## config.mk

```make
export PLATFORM = sky130hd
export DESIGN_NAME = cmc_top
export DESIGN_NICKNAME = d
export VERILOG_FILES = /design/src/hdl/cmc_pkg.sv /design/src/hdl/cmc_clk_if.sv /design/src/hdl/cmc_divider.sv /design/src/hdl/cmc_top.sv
export SDC_FILE = /design/constraint.sdc
export NUM_CORES = 1
export LEC_CHECK = 0
export BUFFER_PORTS_ARGS = -buffer_cell sky130_fd_sc_hd__clkbuf_2
export CAP_MARGIN = 10
export CORE_MARGIN = 4
export CORE_UTILIZATION = 32
export DETAILED_ROUTE_END_ITERATION = 7
export GPL_TIMING_DRIVEN = 0
export MAX_ROUTING_LAYER = met4
export SYNTH_ARGS = -nofsm -noshare
export SYNTH_HDL_FRONTEND = slang
export SYNTH_HIERARCHICAL = 1
export SYNTH_SLANG_ARGS = --single-unit
```

## constraint.sdc

```tcl
create_clock -name SYS_CLK_I -period 5.82 [get_ports SYS_CLK_I]
set_clock_uncertainty 0.15 [all_clocks]
set_input_delay 0.291 -clock SYS_CLK_I [delete_from_list [all_inputs] [get_ports SYS_CLK_I]]
set_output_delay 0.291 -clock SYS_CLK_I [all_outputs]
set_load 0.1 [all_outputs]
```

## src/hdl/cmc_pkg.sv

```systemverilog
// cmc_pkg: constants, types and helpers of the clock and mode controller
// assumes a 100 MHz fabric clock from which the internal oscillator is modelled
package cmc_pkg;

	localparam int unsigned SYS_CLK_HZ      = 100_000_000;
	localparam int unsigned OSC_32K_HZ      = 32_000;
	localparam int unsigned OSC_64K_HZ      = 64_000;
	localparam int unsigned OSC_128K_HZ     = 128_000;
	// half-period counts; a longest time rounds down
	localparam int unsigned OSC_32K_HALF    = SYS_CLK_HZ / (2 * OSC_32K_HZ);
	localparam int unsigned OSC_64K_HALF    = SYS_CLK_HZ / (2 * OSC_64K_HZ);
	localparam int unsigned OSC_128K_HALF   = SYS_CLK_HZ / (2 * OSC_128K_HZ);
	localparam int unsigned OSC_CNT_W       = 11;

	// configuration option codes for the oscillator frequency
	localparam logic [1:0] OSC_SEL_32K      = 2'h0;
	localparam logic [1:0] OSC_SEL_64K      = 2'h1;
	localparam logic [1:0] OSC_SEL_128K     = 2'h2;

	// register map (byte addresses)
	localparam logic [3:0] ADDR_CLK_CTRL    = 4'h0;
	localparam logic [3:0] ADDR_STATUS      = 4'h4;
	localparam logic [1:0] RESP_OKAY        = 2'h0;
	localparam logic [1:0] RESP_DECERR      = 2'h3;

	// system_clock_control layout
	localparam int unsigned DIV_SEL_MSB     = 7;
	localparam int unsigned DIV_SEL_LSB     = 5;
	localparam int unsigned IDLE_KEEP_BIT   = 1;
	localparam logic [7:0] CLK_CTRL_RESET   = 8'h00;
	localparam logic [7:0] CLK_CTRL_MASK    = 8'hE2;

	localparam int unsigned DIV_CNT_W       = 6;

	typedef enum logic [1:0] {
		CMC_NORMAL,
		CMC_IDLE,
		CMC_SLEEP
	} cmc_mode_t;

	// half-ticks of the high-speed clock per system clock half period, minus one
	function automatic logic [DIV_CNT_W-1:0] cmc_div_limit(input logic [2:0] sel);
		logic [DIV_CNT_W:0] half;
		half = 7'h01;
		if (sel != 3'h0 && sel != 3'h7) begin
			half = 7'h01 << sel;
		end
		return DIV_CNT_W'(half - 7'h01);
	endfunction

endpackage

```

## src/hdl/cmc_clk_if.sv

```systemverilog
// cmc_clk_if: carries the high-speed clock ticks and divider controls
// assumes both ends run on the single fabric clock
`timescale 1ns/1ps
`default_nettype none
interface cmc_clk_if;
	logic       hs_tick;
	logic       hs_level;
	logic [2:0] div_sel;
	logic       sys_clk;
	logic       sys_edge;

	modport ctl (output hs_tick, output hs_level, output div_sel, input sys_clk, input sys_edge);
	modport div (input hs_tick, input hs_level, input div_sel, output sys_clk, output sys_edge);
endinterface
`default_nettype wire

```

## src/hdl/cmc_divider.sv

```systemverilog
// cmc_divider: derives the system clock from high-speed clock half-ticks
// assumes hs_tick pulses once per high-speed half period, only while it runs
`timescale 1ns/1ps
`default_nettype none
module cmc_divider (
	input  wire logic clk_i,
	input  wire logic rst_n_i,
	cmc_clk_if.div    link
);
	import cmc_pkg::*;

	logic [DIV_CNT_W-1:0] cnt_reg;
	logic [DIV_CNT_W-1:0] limit_reg;
	logic                 sys_reg;
	logic                 edge_reg;

	assign link.sys_clk  = sys_reg;
	assign link.sys_edge = edge_reg;

	// a new ratio is loaded only at a falling edge, so every half period is whole
	always_ff @(posedge clk_i or negedge rst_n_i) begin
		if (!rst_n_i) begin
			cnt_reg   <= '0;
			limit_reg <= '0;
			sys_reg   <= 1'b0;
			edge_reg  <= 1'b0;
		end else begin
			edge_reg <= 1'b0;
			if (link.hs_tick) begin
				if (cnt_reg == limit_reg) begin
					cnt_reg  <= '0;
					sys_reg  <= ~sys_reg;
					edge_reg <= 1'b1;
					if (sys_reg) begin
						limit_reg <= cmc_div_limit(link.div_sel);
					end
				end else begin
					cnt_reg <= cnt_reg + 1'b1;
				end
			end
		end
	end

	AST_DIV_EDGE_ON_TICK: assert property (@(posedge clk_i) disable iff (!rst_n_i)
		edge_reg |-> $past(link.hs_tick))
		else $error("system clock moved without a high-speed tick");

	AST_DIV_NO_RUNT: assert property (@(posedge clk_i) disable iff (!rst_n_i)
		$rose(sys_reg) |-> $past(cnt_reg) == $past(limit_reg))
		else $error("system clock rose before its half period ended");

endmodule
`default_nettype wire

```

## src/hdl/cmc_top.sv

```systemverilog
// cmc_top: clock and operating-mode controller with an AXI4-Lite register slave
// assumes halt, interrupt and watchdog inputs come from logic on SYS_CLK_I
`timescale 1ns/1ps
`default_nettype none
// Behaviour
// - oscillator runs at 32, 64 or 128 kHz, fixed by a build parameter.
// - one system clock feeds both the core and the peripherals.
// - system clock is the high-speed clock or its division, set by select field.
// - in NORMAL the divider ratio spans 1 to 64.
// - substitute clock is always 32 kHz, taken from the oscillator.
// - exactly three modes: NORMAL runs the core, IDLE and SLEEP stop it.
// - halt with keep bit 0 enters SLEEP; system and high-speed clocks stop.
// - entering SLEEP turns off the voltage detector and LCD automatically.
// - in SLEEP substitute clock runs only while the watchdog is enabled.
// - halt with keep bit 1 enters IDLE; all clocks but the core clock stay on.
// - in IDLE the core clock is gated; the oscillator keeps running.
// - control register is 8 bits: select at 7..5, keep bit at 1.
// - select codes 000 and 111 undivided, 001..110 divide by 2..64.
// - bits 4..2 and 0 of the control register read zero.
// - entering a halt mode sets power-down, clears time-out flag and watchdog count.
// - wake on port A falling edge, reset, interrupt or watchdog overflow.
module cmc_top #(
	parameter logic [1:0] OSC_SEL = cmc_pkg::OSC_SEL_32K
) (
	input  wire logic        SYS_CLK_I,
	input  wire logic        RESETN_I,
	input  wire logic [3:0]  AXI_AWADDR_I,
	input  wire logic        AXI_AWVALID_I,
	output logic             AXI_AWREADY_O,
	input  wire logic [31:0] AXI_WDATA_I,
	input  wire logic [3:0]  AXI_WSTRB_I,
	input  wire logic        AXI_WVALID_I,
	output logic             AXI_WREADY_O,
	output logic [1:0]       AXI_BRESP_O,
	output logic             AXI_BVALID_O,
	input  wire logic        AXI_BREADY_I,
	input  wire logic [3:0]  AXI_ARADDR_I,
	input  wire logic        AXI_ARVALID_I,
	output logic             AXI_ARREADY_O,
	output logic [31:0]      AXI_RDATA_O,
	output logic [1:0]       AXI_RRESP_O,
	output logic             AXI_RVALID_O,
	input  wire logic        AXI_RREADY_I,
	input  wire logic        HALT_I,
	input  wire logic        PORTA_WAKE_I,
	input  wire logic        INT_REQ_I,
	input  wire logic        WDT_OVF_I,
	input  wire logic        WDT_EN_I,
	output logic             HS_CLK_O,
	output logic             SYS_CLK_O,
	output logic             CPU_CLK_O,
	output logic             SUB_CLK_O,
	output cmc_pkg::cmc_mode_t MODE_O,
	output logic             LVD_LCD_OFF_O,
	output logic             PDF_SET_O,
	output logic             TO_CLR_O,
	output logic             WDT_CLR_O
);
	import cmc_pkg::*;

	localparam logic [OSC_CNT_W-1:0] OSC_HALF =
		(OSC_SEL == OSC_SEL_128K) ? OSC_CNT_W'(OSC_128K_HALF - 1) :
		(OSC_SEL == OSC_SEL_64K)  ? OSC_CNT_W'(OSC_64K_HALF - 1)  :
		                            OSC_CNT_W'(OSC_32K_HALF - 1);
	// oscillator half-ticks per substitute clock half period, minus one
	localparam logic [1:0] SUB_LIMIT =
		(OSC_SEL == OSC_SEL_128K) ? 2'h3 : (OSC_SEL == OSC_SEL_64K) ? 2'h1 : 2'h0;

	cmc_clk_if clk_link ();

	cmc_mode_t             mode_reg;
	cmc_mode_t             mode_next;
	logic [7:0]            ctrl_reg;
	logic [OSC_CNT_W-1:0]  osc_cnt_reg;
	logic                  osc_tick;
	logic                  hs_reg;
	logic [1:0]            sub_cnt_reg;
	logic                  sub_reg;
	logic                  osc_on;
	logic                  pa_meta_reg;
	logic                  pa_sync_reg;
	logic                  pa_prev_reg;
	logic                  wake;
	logic                  cpu_reg;
	logic                  sys_out_reg;
	logic                  lvd_off_reg;
	logic                  pdf_reg;
	logic                  halt_entry;

	logic                  aw_got_reg;
	logic                  w_got_reg;
	logic [3:0]            aw_addr_reg;
	logic [7:0]            w_data_reg;
	logic                  w_strb_reg;
	logic                  bvalid_reg;
	logic [1:0]            bresp_reg;
	logic                  rvalid_reg;
	logic [31:0]           rdata_reg;
	logic [1:0]            rresp_reg;
	logic                  aw_rdy_reg;
	logic                  w_rdy_reg;
	logic                  ar_rdy_reg;

	// oscillator keeps running in SLEEP only to feed the watchdog clock
	assign osc_on = (mode_reg != CMC_SLEEP) || WDT_EN_I;
	assign osc_tick = osc_on && (osc_cnt_reg == OSC_HALF);

	always_ff @(posedge SYS_CLK_I or negedge RESETN_I) begin
		if (!RESETN_I) begin
			osc_cnt_reg <= '0;
		end else if (osc_tick) begin
			osc_cnt_reg <= '0;
		end else if (osc_on) begin
			osc_cnt_reg <= osc_cnt_reg + 1'b1;
		end
	end

	// high-speed clock follows the oscillator, and stops in SLEEP
	always_ff @(posedge SYS_CLK_I or negedge RESETN_I) begin
		if (!RESETN_I) begin
			hs_reg <= 1'b0;
		end else if (osc_tick && mode_reg != CMC_SLEEP) begin
			hs_reg <= ~hs_reg;
		end
	end

	// substitute clock divides the oscillator down to a fixed 32 kHz
	always_ff @(posedge SYS_CLK_I or negedge RESETN_I) begin
		if (!RESETN_I) begin
			sub_cnt_reg <= '0;
			sub_reg     <= 1'b0;
		end else if (osc_tick) begin
			if (sub_cnt_reg == SUB_LIMIT) begin
				sub_cnt_reg <= '0;
				sub_reg     <= ~sub_reg;
			end else begin
				sub_cnt_reg <= sub_cnt_reg + 1'b1;
			end
		end
	end

	assign clk_link.hs_tick  = osc_tick && (mode_reg != CMC_SLEEP);
	assign clk_link.hs_level = hs_reg;
	assign clk_link.div_sel  = ctrl_reg[DIV_SEL_MSB:DIV_SEL_LSB];

	cmc_divider u_div (
		.clk_i   (SYS_CLK_I),
		.rst_n_i (RESETN_I),
		.link    (clk_link.div)
	);

	// port A pin is asynchronous; only the second stage feeds the edge detector
	always_ff @(posedge SYS_CLK_I or negedge RESETN_I) begin
		if (!RESETN_I) begin
			pa_meta_reg <= 1'b1;
			pa_sync_reg <= 1'b1;
			pa_prev_reg <= 1'b1;
		end else begin
			pa_meta_reg <= PORTA_WAKE_I;
			pa_sync_reg <= pa_meta_reg;
			pa_prev_reg <= pa_sync_reg;
		end
	end

	assign wake = (pa_prev_reg && !pa_sync_reg) || INT_REQ_I || WDT_OVF_I;

	always_comb begin
		mode_next = mode_reg;
		case (mode_reg)
			CMC_NORMAL: begin
				if (HALT_I) begin
					mode_next = ctrl_reg[IDLE_KEEP_BIT] ? CMC_IDLE : CMC_SLEEP;
				end
			end
			CMC_IDLE, CMC_SLEEP: begin
				if (wake) begin
					mode_next = CMC_NORMAL;
				end
			end
			default: mode_next = CMC_NORMAL;
		endcase
	end

	assign halt_entry = (mode_reg == CMC_NORMAL) && (mode_next != CMC_NORMAL);

	always_ff @(posedge SYS_CLK_I or negedge RESETN_I) begin
		if (!RESETN_I) begin
			mode_reg <= CMC_NORMAL;
		end else begin
			mode_reg <= mode_next;
		end
	end

	// halt-entry pulses for the status and watchdog logic outside, and the sleep level that turns off LVD and LCD
	always_ff @(posedge SYS_CLK_I or negedge RESETN_I) begin
		if (!RESETN_I) begin
			pdf_reg     <= 1'b0;
			lvd_off_reg <= 1'b0;
		end else begin
			pdf_reg     <= halt_entry;
			lvd_off_reg <= (mode_next == CMC_SLEEP);
		end
	end

	// registered clock outputs; core clock gated outside NORMAL
	always_ff @(posedge SYS_CLK_I or negedge RESETN_I) begin
		if (!RESETN_I) begin
			cpu_reg     <= 1'b0;
			sys_out_reg <= 1'b0;
		end else begin
			sys_out_reg <= clk_link.sys_clk;
			cpu_reg     <= clk_link.sys_clk && (mode_reg == CMC_NORMAL);
		end
	end

	assign HS_CLK_O      = hs_reg;
	assign SUB_CLK_O     = sub_reg;
	assign SYS_CLK_O     = sys_out_reg;
	assign CPU_CLK_O     = cpu_reg;
	assign MODE_O        = mode_reg;
	assign LVD_LCD_OFF_O = lvd_off_reg;
	assign PDF_SET_O     = pdf_reg;
	assign TO_CLR_O      = pdf_reg;
	assign WDT_CLR_O     = pdf_reg;

	// write side: address and data are taken in either order
	always_ff @(posedge SYS_CLK_I or negedge RESETN_I) begin
		if (!RESETN_I) begin
			aw_got_reg  <= 1'b0;
			aw_addr_reg <= '0;
			aw_rdy_reg  <= 1'b1;
		end else if (AXI_AWVALID_I && !aw_got_reg && !bvalid_reg) begin
			aw_got_reg  <= 1'b1;
			aw_addr_reg <= AXI_AWADDR_I;
			aw_rdy_reg  <= 1'b0;
		end else if (bvalid_reg && AXI_BREADY_I) begin
			aw_got_reg  <= 1'b0;
			aw_rdy_reg  <= 1'b1;
		end
	end

	always_ff @(posedge SYS_CLK_I or negedge RESETN_I) begin
		if (!RESETN_I) begin
			w_got_reg  <= 1'b0;
			w_data_reg <= '0;
			w_strb_reg <= 1'b0;
			w_rdy_reg  <= 1'b1;
		end else if (AXI_WVALID_I && !w_got_reg && !bvalid_reg) begin
			w_got_reg  <= 1'b1;
			w_data_reg <= AXI_WDATA_I[7:0];
			w_strb_reg <= AXI_WSTRB_I[0];
			w_rdy_reg  <= 1'b0;
		end else if (bvalid_reg && AXI_BREADY_I) begin
			w_got_reg  <= 1'b0;
			w_rdy_reg  <= 1'b1;
		end
	end

	always_ff @(posedge SYS_CLK_I or negedge RESETN_I) begin
		if (!RESETN_I) begin
			bvalid_reg <= 1'b0;
			bresp_reg  <= RESP_OKAY;
		end else if (aw_got_reg && w_got_reg && !bvalid_reg) begin
			bvalid_reg <= 1'b1;
			bresp_reg  <= (aw_addr_reg == ADDR_CLK_CTRL || aw_addr_reg == ADDR_STATUS) ? RESP_OKAY : RESP_DECERR;
		end else if (bvalid_reg && AXI_BREADY_I) begin
			bvalid_reg <= 1'b0;
		end
	end

	// the select field is held through a halt and reused on wake
	always_ff @(posedge SYS_CLK_I or negedge RESETN_I) begin
		if (!RESETN_I) begin
			ctrl_reg <= CLK_CTRL_RESET;
		end else if (aw_got_reg && w_got_reg && !bvalid_reg && w_strb_reg && aw_addr_reg == ADDR_CLK_CTRL) begin
			ctrl_reg <= w_data_reg & CLK_CTRL_MASK;
		end
	end

	always_ff @(posedge SYS_CLK_I or negedge RESETN_I) begin
		if (!RESETN_I) begin
			rvalid_reg <= 1'b0;
			rdata_reg  <= '0;
			rresp_reg  <= RESP_OKAY;
			ar_rdy_reg <= 1'b1;
		end else if (AXI_ARVALID_I && !rvalid_reg) begin
			rvalid_reg <= 1'b1;
			ar_rdy_reg <= 1'b0;
			rresp_reg  <= RESP_OKAY;
			case (AXI_ARADDR_I)
				ADDR_CLK_CTRL: rdata_reg <= {24'h00_0000, ctrl_reg};
				ADDR_STATUS:   rdata_reg <= {28'h000_0000, osc_on, 1'b0, mode_reg};
				default: begin
					rdata_reg <= '0;
					rresp_reg <= RESP_DECERR;
				end
			endcase
		end else if (rvalid_reg && AXI_RREADY_I) begin
			rvalid_reg <= 1'b0;
			ar_rdy_reg <= 1'b1;
		end
	end

	// readies mirror the holding flags in flops of their own, so no port leaves through a gate
	assign AXI_AWREADY_O = aw_rdy_reg;
	assign AXI_WREADY_O  = w_rdy_reg;
	assign AXI_BVALID_O  = bvalid_reg;
	assign AXI_BRESP_O   = bresp_reg;
	assign AXI_ARREADY_O = ar_rdy_reg;
	assign AXI_RVALID_O  = rvalid_reg;
	assign AXI_RDATA_O   = rdata_reg;
	assign AXI_RRESP_O   = rresp_reg;

	AST_HALT_SLEEP: assert property (@(posedge SYS_CLK_I) disable iff (!RESETN_I)
		(mode_reg == CMC_NORMAL && HALT_I && !ctrl_reg[IDLE_KEEP_BIT]) |=> mode_reg == CMC_SLEEP)
		else $error("halt with keep bit clear did not enter sleep");

	AST_HALT_IDLE: assert property (@(posedge SYS_CLK_I) disable iff (!RESETN_I)
		(mode_reg == CMC_NORMAL && HALT_I && ctrl_reg[IDLE_KEEP_BIT]) |=> mode_reg == CMC_IDLE)
		else $error("halt with keep bit set did not enter idle");

	AST_SLEEP_HS_STILL: assert property (@(posedge SYS_CLK_I) disable iff (!RESETN_I)
		(mode_reg == CMC_SLEEP && $past(mode_reg) == CMC_SLEEP) |-> $stable(hs_reg))
		else $error("high-speed clock moved in sleep");

	AST_SLEEP_SUB_STOP: assert property (@(posedge SYS_CLK_I) disable iff (!RESETN_I)
		(mode_reg == CMC_SLEEP && !WDT_EN_I) |=> $stable(sub_reg))
		else $error("substitute clock ran in sleep with watchdog off");

	AST_LVD_OFF: assert property (@(posedge SYS_CLK_I) disable iff (!RESETN_I)
		(mode_reg == CMC_SLEEP) |-> LVD_LCD_OFF_O)
		else $error("detector and LCD not disabled in sleep");

	AST_ENTRY_FLAGS: assert property (@(posedge SYS_CLK_I) disable iff (!RESETN_I)
		halt_entry |=> (PDF_SET_O && TO_CLR_O && WDT_CLR_O) ##1 !PDF_SET_O)
		else $error("halt entry flags not a single pulse");

	AST_WAKE: assert property (@(posedge SYS_CLK_I) disable iff (!RESETN_I)
		(mode_reg != CMC_NORMAL && (INT_REQ_I || WDT_OVF_I)) |=> mode_reg == CMC_NORMAL)
		else $error("wake source did not restore normal mode");

	AST_CPU_GATED: assert property (@(posedge SYS_CLK_I) disable iff (!RESETN_I)
		(mode_reg != CMC_NORMAL) |=> !CPU_CLK_O)
		else $error("core clock ran while halted");

	AST_RSVD_ZERO: assert property (@(posedge SYS_CLK_I) disable iff (!RESETN_I)
		(ctrl_reg & ~CLK_CTRL_MASK) == 8'h00)
		else $error("unimplemented control bits were set");

endmodule
`default_nettype wire

```

==> run summary <==
max FFs per register: 11
Setup crit start: MODE_O[0]
Yosys warnings: 6
crit path max-delay cell type: dfrtp_1
Post-Syn Instances: 284
CP required: 5.88 ns
root buf cell: clkbuf_8
pin count of the biggest net entering global routing: 66
share of layout cells above drive strength 1: 34.5%
fraction of the cycle the final worst path needs: 43.1%
DRT Wirelength: 5790 µm
num ports: 107
# resized after CTS: 0
H-tree depth: 3
CTS tree: done
WL per Instance: 11.3 µm
Cells after DPL: 491
Final ANT Viol Nets: 0
CP most frequent cell: nor2_1
Detailed Routing Iterations Pass 1: 4
DRC violations left: 0
I/O Buffers: 49
CP Cell Sequence: inv_1 -> ha_1 -> nand2b_1 -> buf_6 -> and4_2 -> and2b_1 -> buf_2 -> nand4_1 -> nor2_1 -> xnor2_1 -> nor2_1
DR iter-0 viols: 51
final core occ: 40.6%
GP Congestion: 0.800
critical path class: register to register
mapped cell area: 0.00319 mm²
final hold vios: 0
Pleak: 0.00201 µW
Core Area: 0.00973 mm²
Die H: 108 µm
CP startpoint kind: register
Critical Path Sink Type: register
post-DP HPWL: 4370 µm
Arrival @ worst endpoint: 2.57 ns
non-filler instance count after layout: 510
Tmin final: 2.51 ns
worst slack, placed: 3.32 ns
grt total ovfl: 0
final net count: 437
Worst-path clk slew: 0.07 ns
status: complete, no violations
worst slew pin tran: 0.861 ns
die span in x: 108 µm
TNS Setup: 0 ns
worst skew pair latency: 0.33 ns
Slew Limit Headroom: 42.6%
vias in the first global route: 2085
CP max FO: 10
Clock Tree Buf Depth: 2
RSZ-0062 raised after global routing: false
Worst Hold Class: primary input to register
total CTS buffers: 9
pwr dens: 470 mW/mm²
fin. max-slew vios: 0
maxcap violations: 0
hold path startpoint: AXI_BREADY_I
Post-CTS Hold Fix Bufs: 3
Post-CTS Repair Setup Buffers: 0
reg2reg setup slack: 3.31 ns
first-pass GRT wire length: 9770 µm
clock sinks: 65
Worst Setup Slack, final: 3.31 ns
Layout area overhead: 23.9%
Die Area: 0.0116 mm²
Fmax: 398 MHz
Max stage delay on crit path: 0.44 ns
starting density of the core: 32.8%
Synth Area per Inst: 11.2 µm²
GRT Total Usage: 10.9%
R2R Path Start: MODE_O[0]
Via Count: 2161
FP Rows: 36
Via density: 4.24
maximum vdd drop: 290 µV
# diodes: 0
initial antenna violation count: 0
Setup-failing EPs final: 0
where the power goes:
group	leakage, µW	switching [µW]	total [µW]	internal (µW)
combinational	0.00109	556	766	210
clock	0.000114	161	426	264
sequential	0.000803	97.4	663	566
total	0.00201	815	1860	1040
cells in the final DEF (no fill, tap or decap), drive strengths merged, types with 3 or more instances in the layout:
cell type	instances
o31ai	3
dfstp	6
nand3	5
dlygate4sd3	3
buf	34
dfrtp	59
mux2	18
xor2	10
inv	18
and4	4
o21ai	12
and3	3
nand2	16
conb	26
a21oi	10
nor3b	3
nor2	13
nand4	5
o22ai	3
xnor2	9
a22o	5
ha	9
or4	3
nor3	9
clkbuf	64
stage by stage:
stage	instance area [µm²]	hold slack, ns	total power [µW]
final	3950	0.0143	1860
after global routing	3950	0.0182	1970
after CTS	3950	0.00295	1880
after detailed placement	3700	0.198	1440
after global placement	3690	0.197	1430
after floorplan	3280	-0.155	1300
final cells by class:
type | count | area [µm²]
buffer | 36 | 259
clock buffer | 13 | 159
clock inverter | 3 | 65.1
fill | 982 | 5780
inverter | 18 | 67.6
multi-input combinational | 190 | 1320
sequential | 65 | 1630
tap | 133 | 166
timing repair buffer | 52 | 278
final timing paths:
path / endpoint / depth (start not counted)
hold reg to reg: pa_sync_reg / 0
setup / recovery: u_div/cnt_reg[5] / 11
hold / removal: w_got_reg / 2
min in group asynchronous: w_got_reg / 2
max in group asynchronous: u_div/cnt_reg[4] / 2
setup reg to reg: u_div/cnt_reg[5] / 11
critical path: cells and delay by family (launching register included):
family / cells / cell delay (ns)
DFF: 1 / 0.44
xor gates and xnor gates: 1 / 0.13
adders and majority gates: 1 / 0.24
and+or+nand+nor: 6 / 0.95
buffers and inverters: 3 / 0.46
metal layers:
metal / vias to the layer above / track usage (%) / wire [µm]
met5: - / - / 0
met4: 0 / 3.79 / 42
met3: 6 / 3.00 / 409
met2: 63 / 16.3 / 2540
met1: 985 / 14.2 / 2790
li1: 1107 / - / -
No activity file was read; power rests on OpenSTA's default activity.
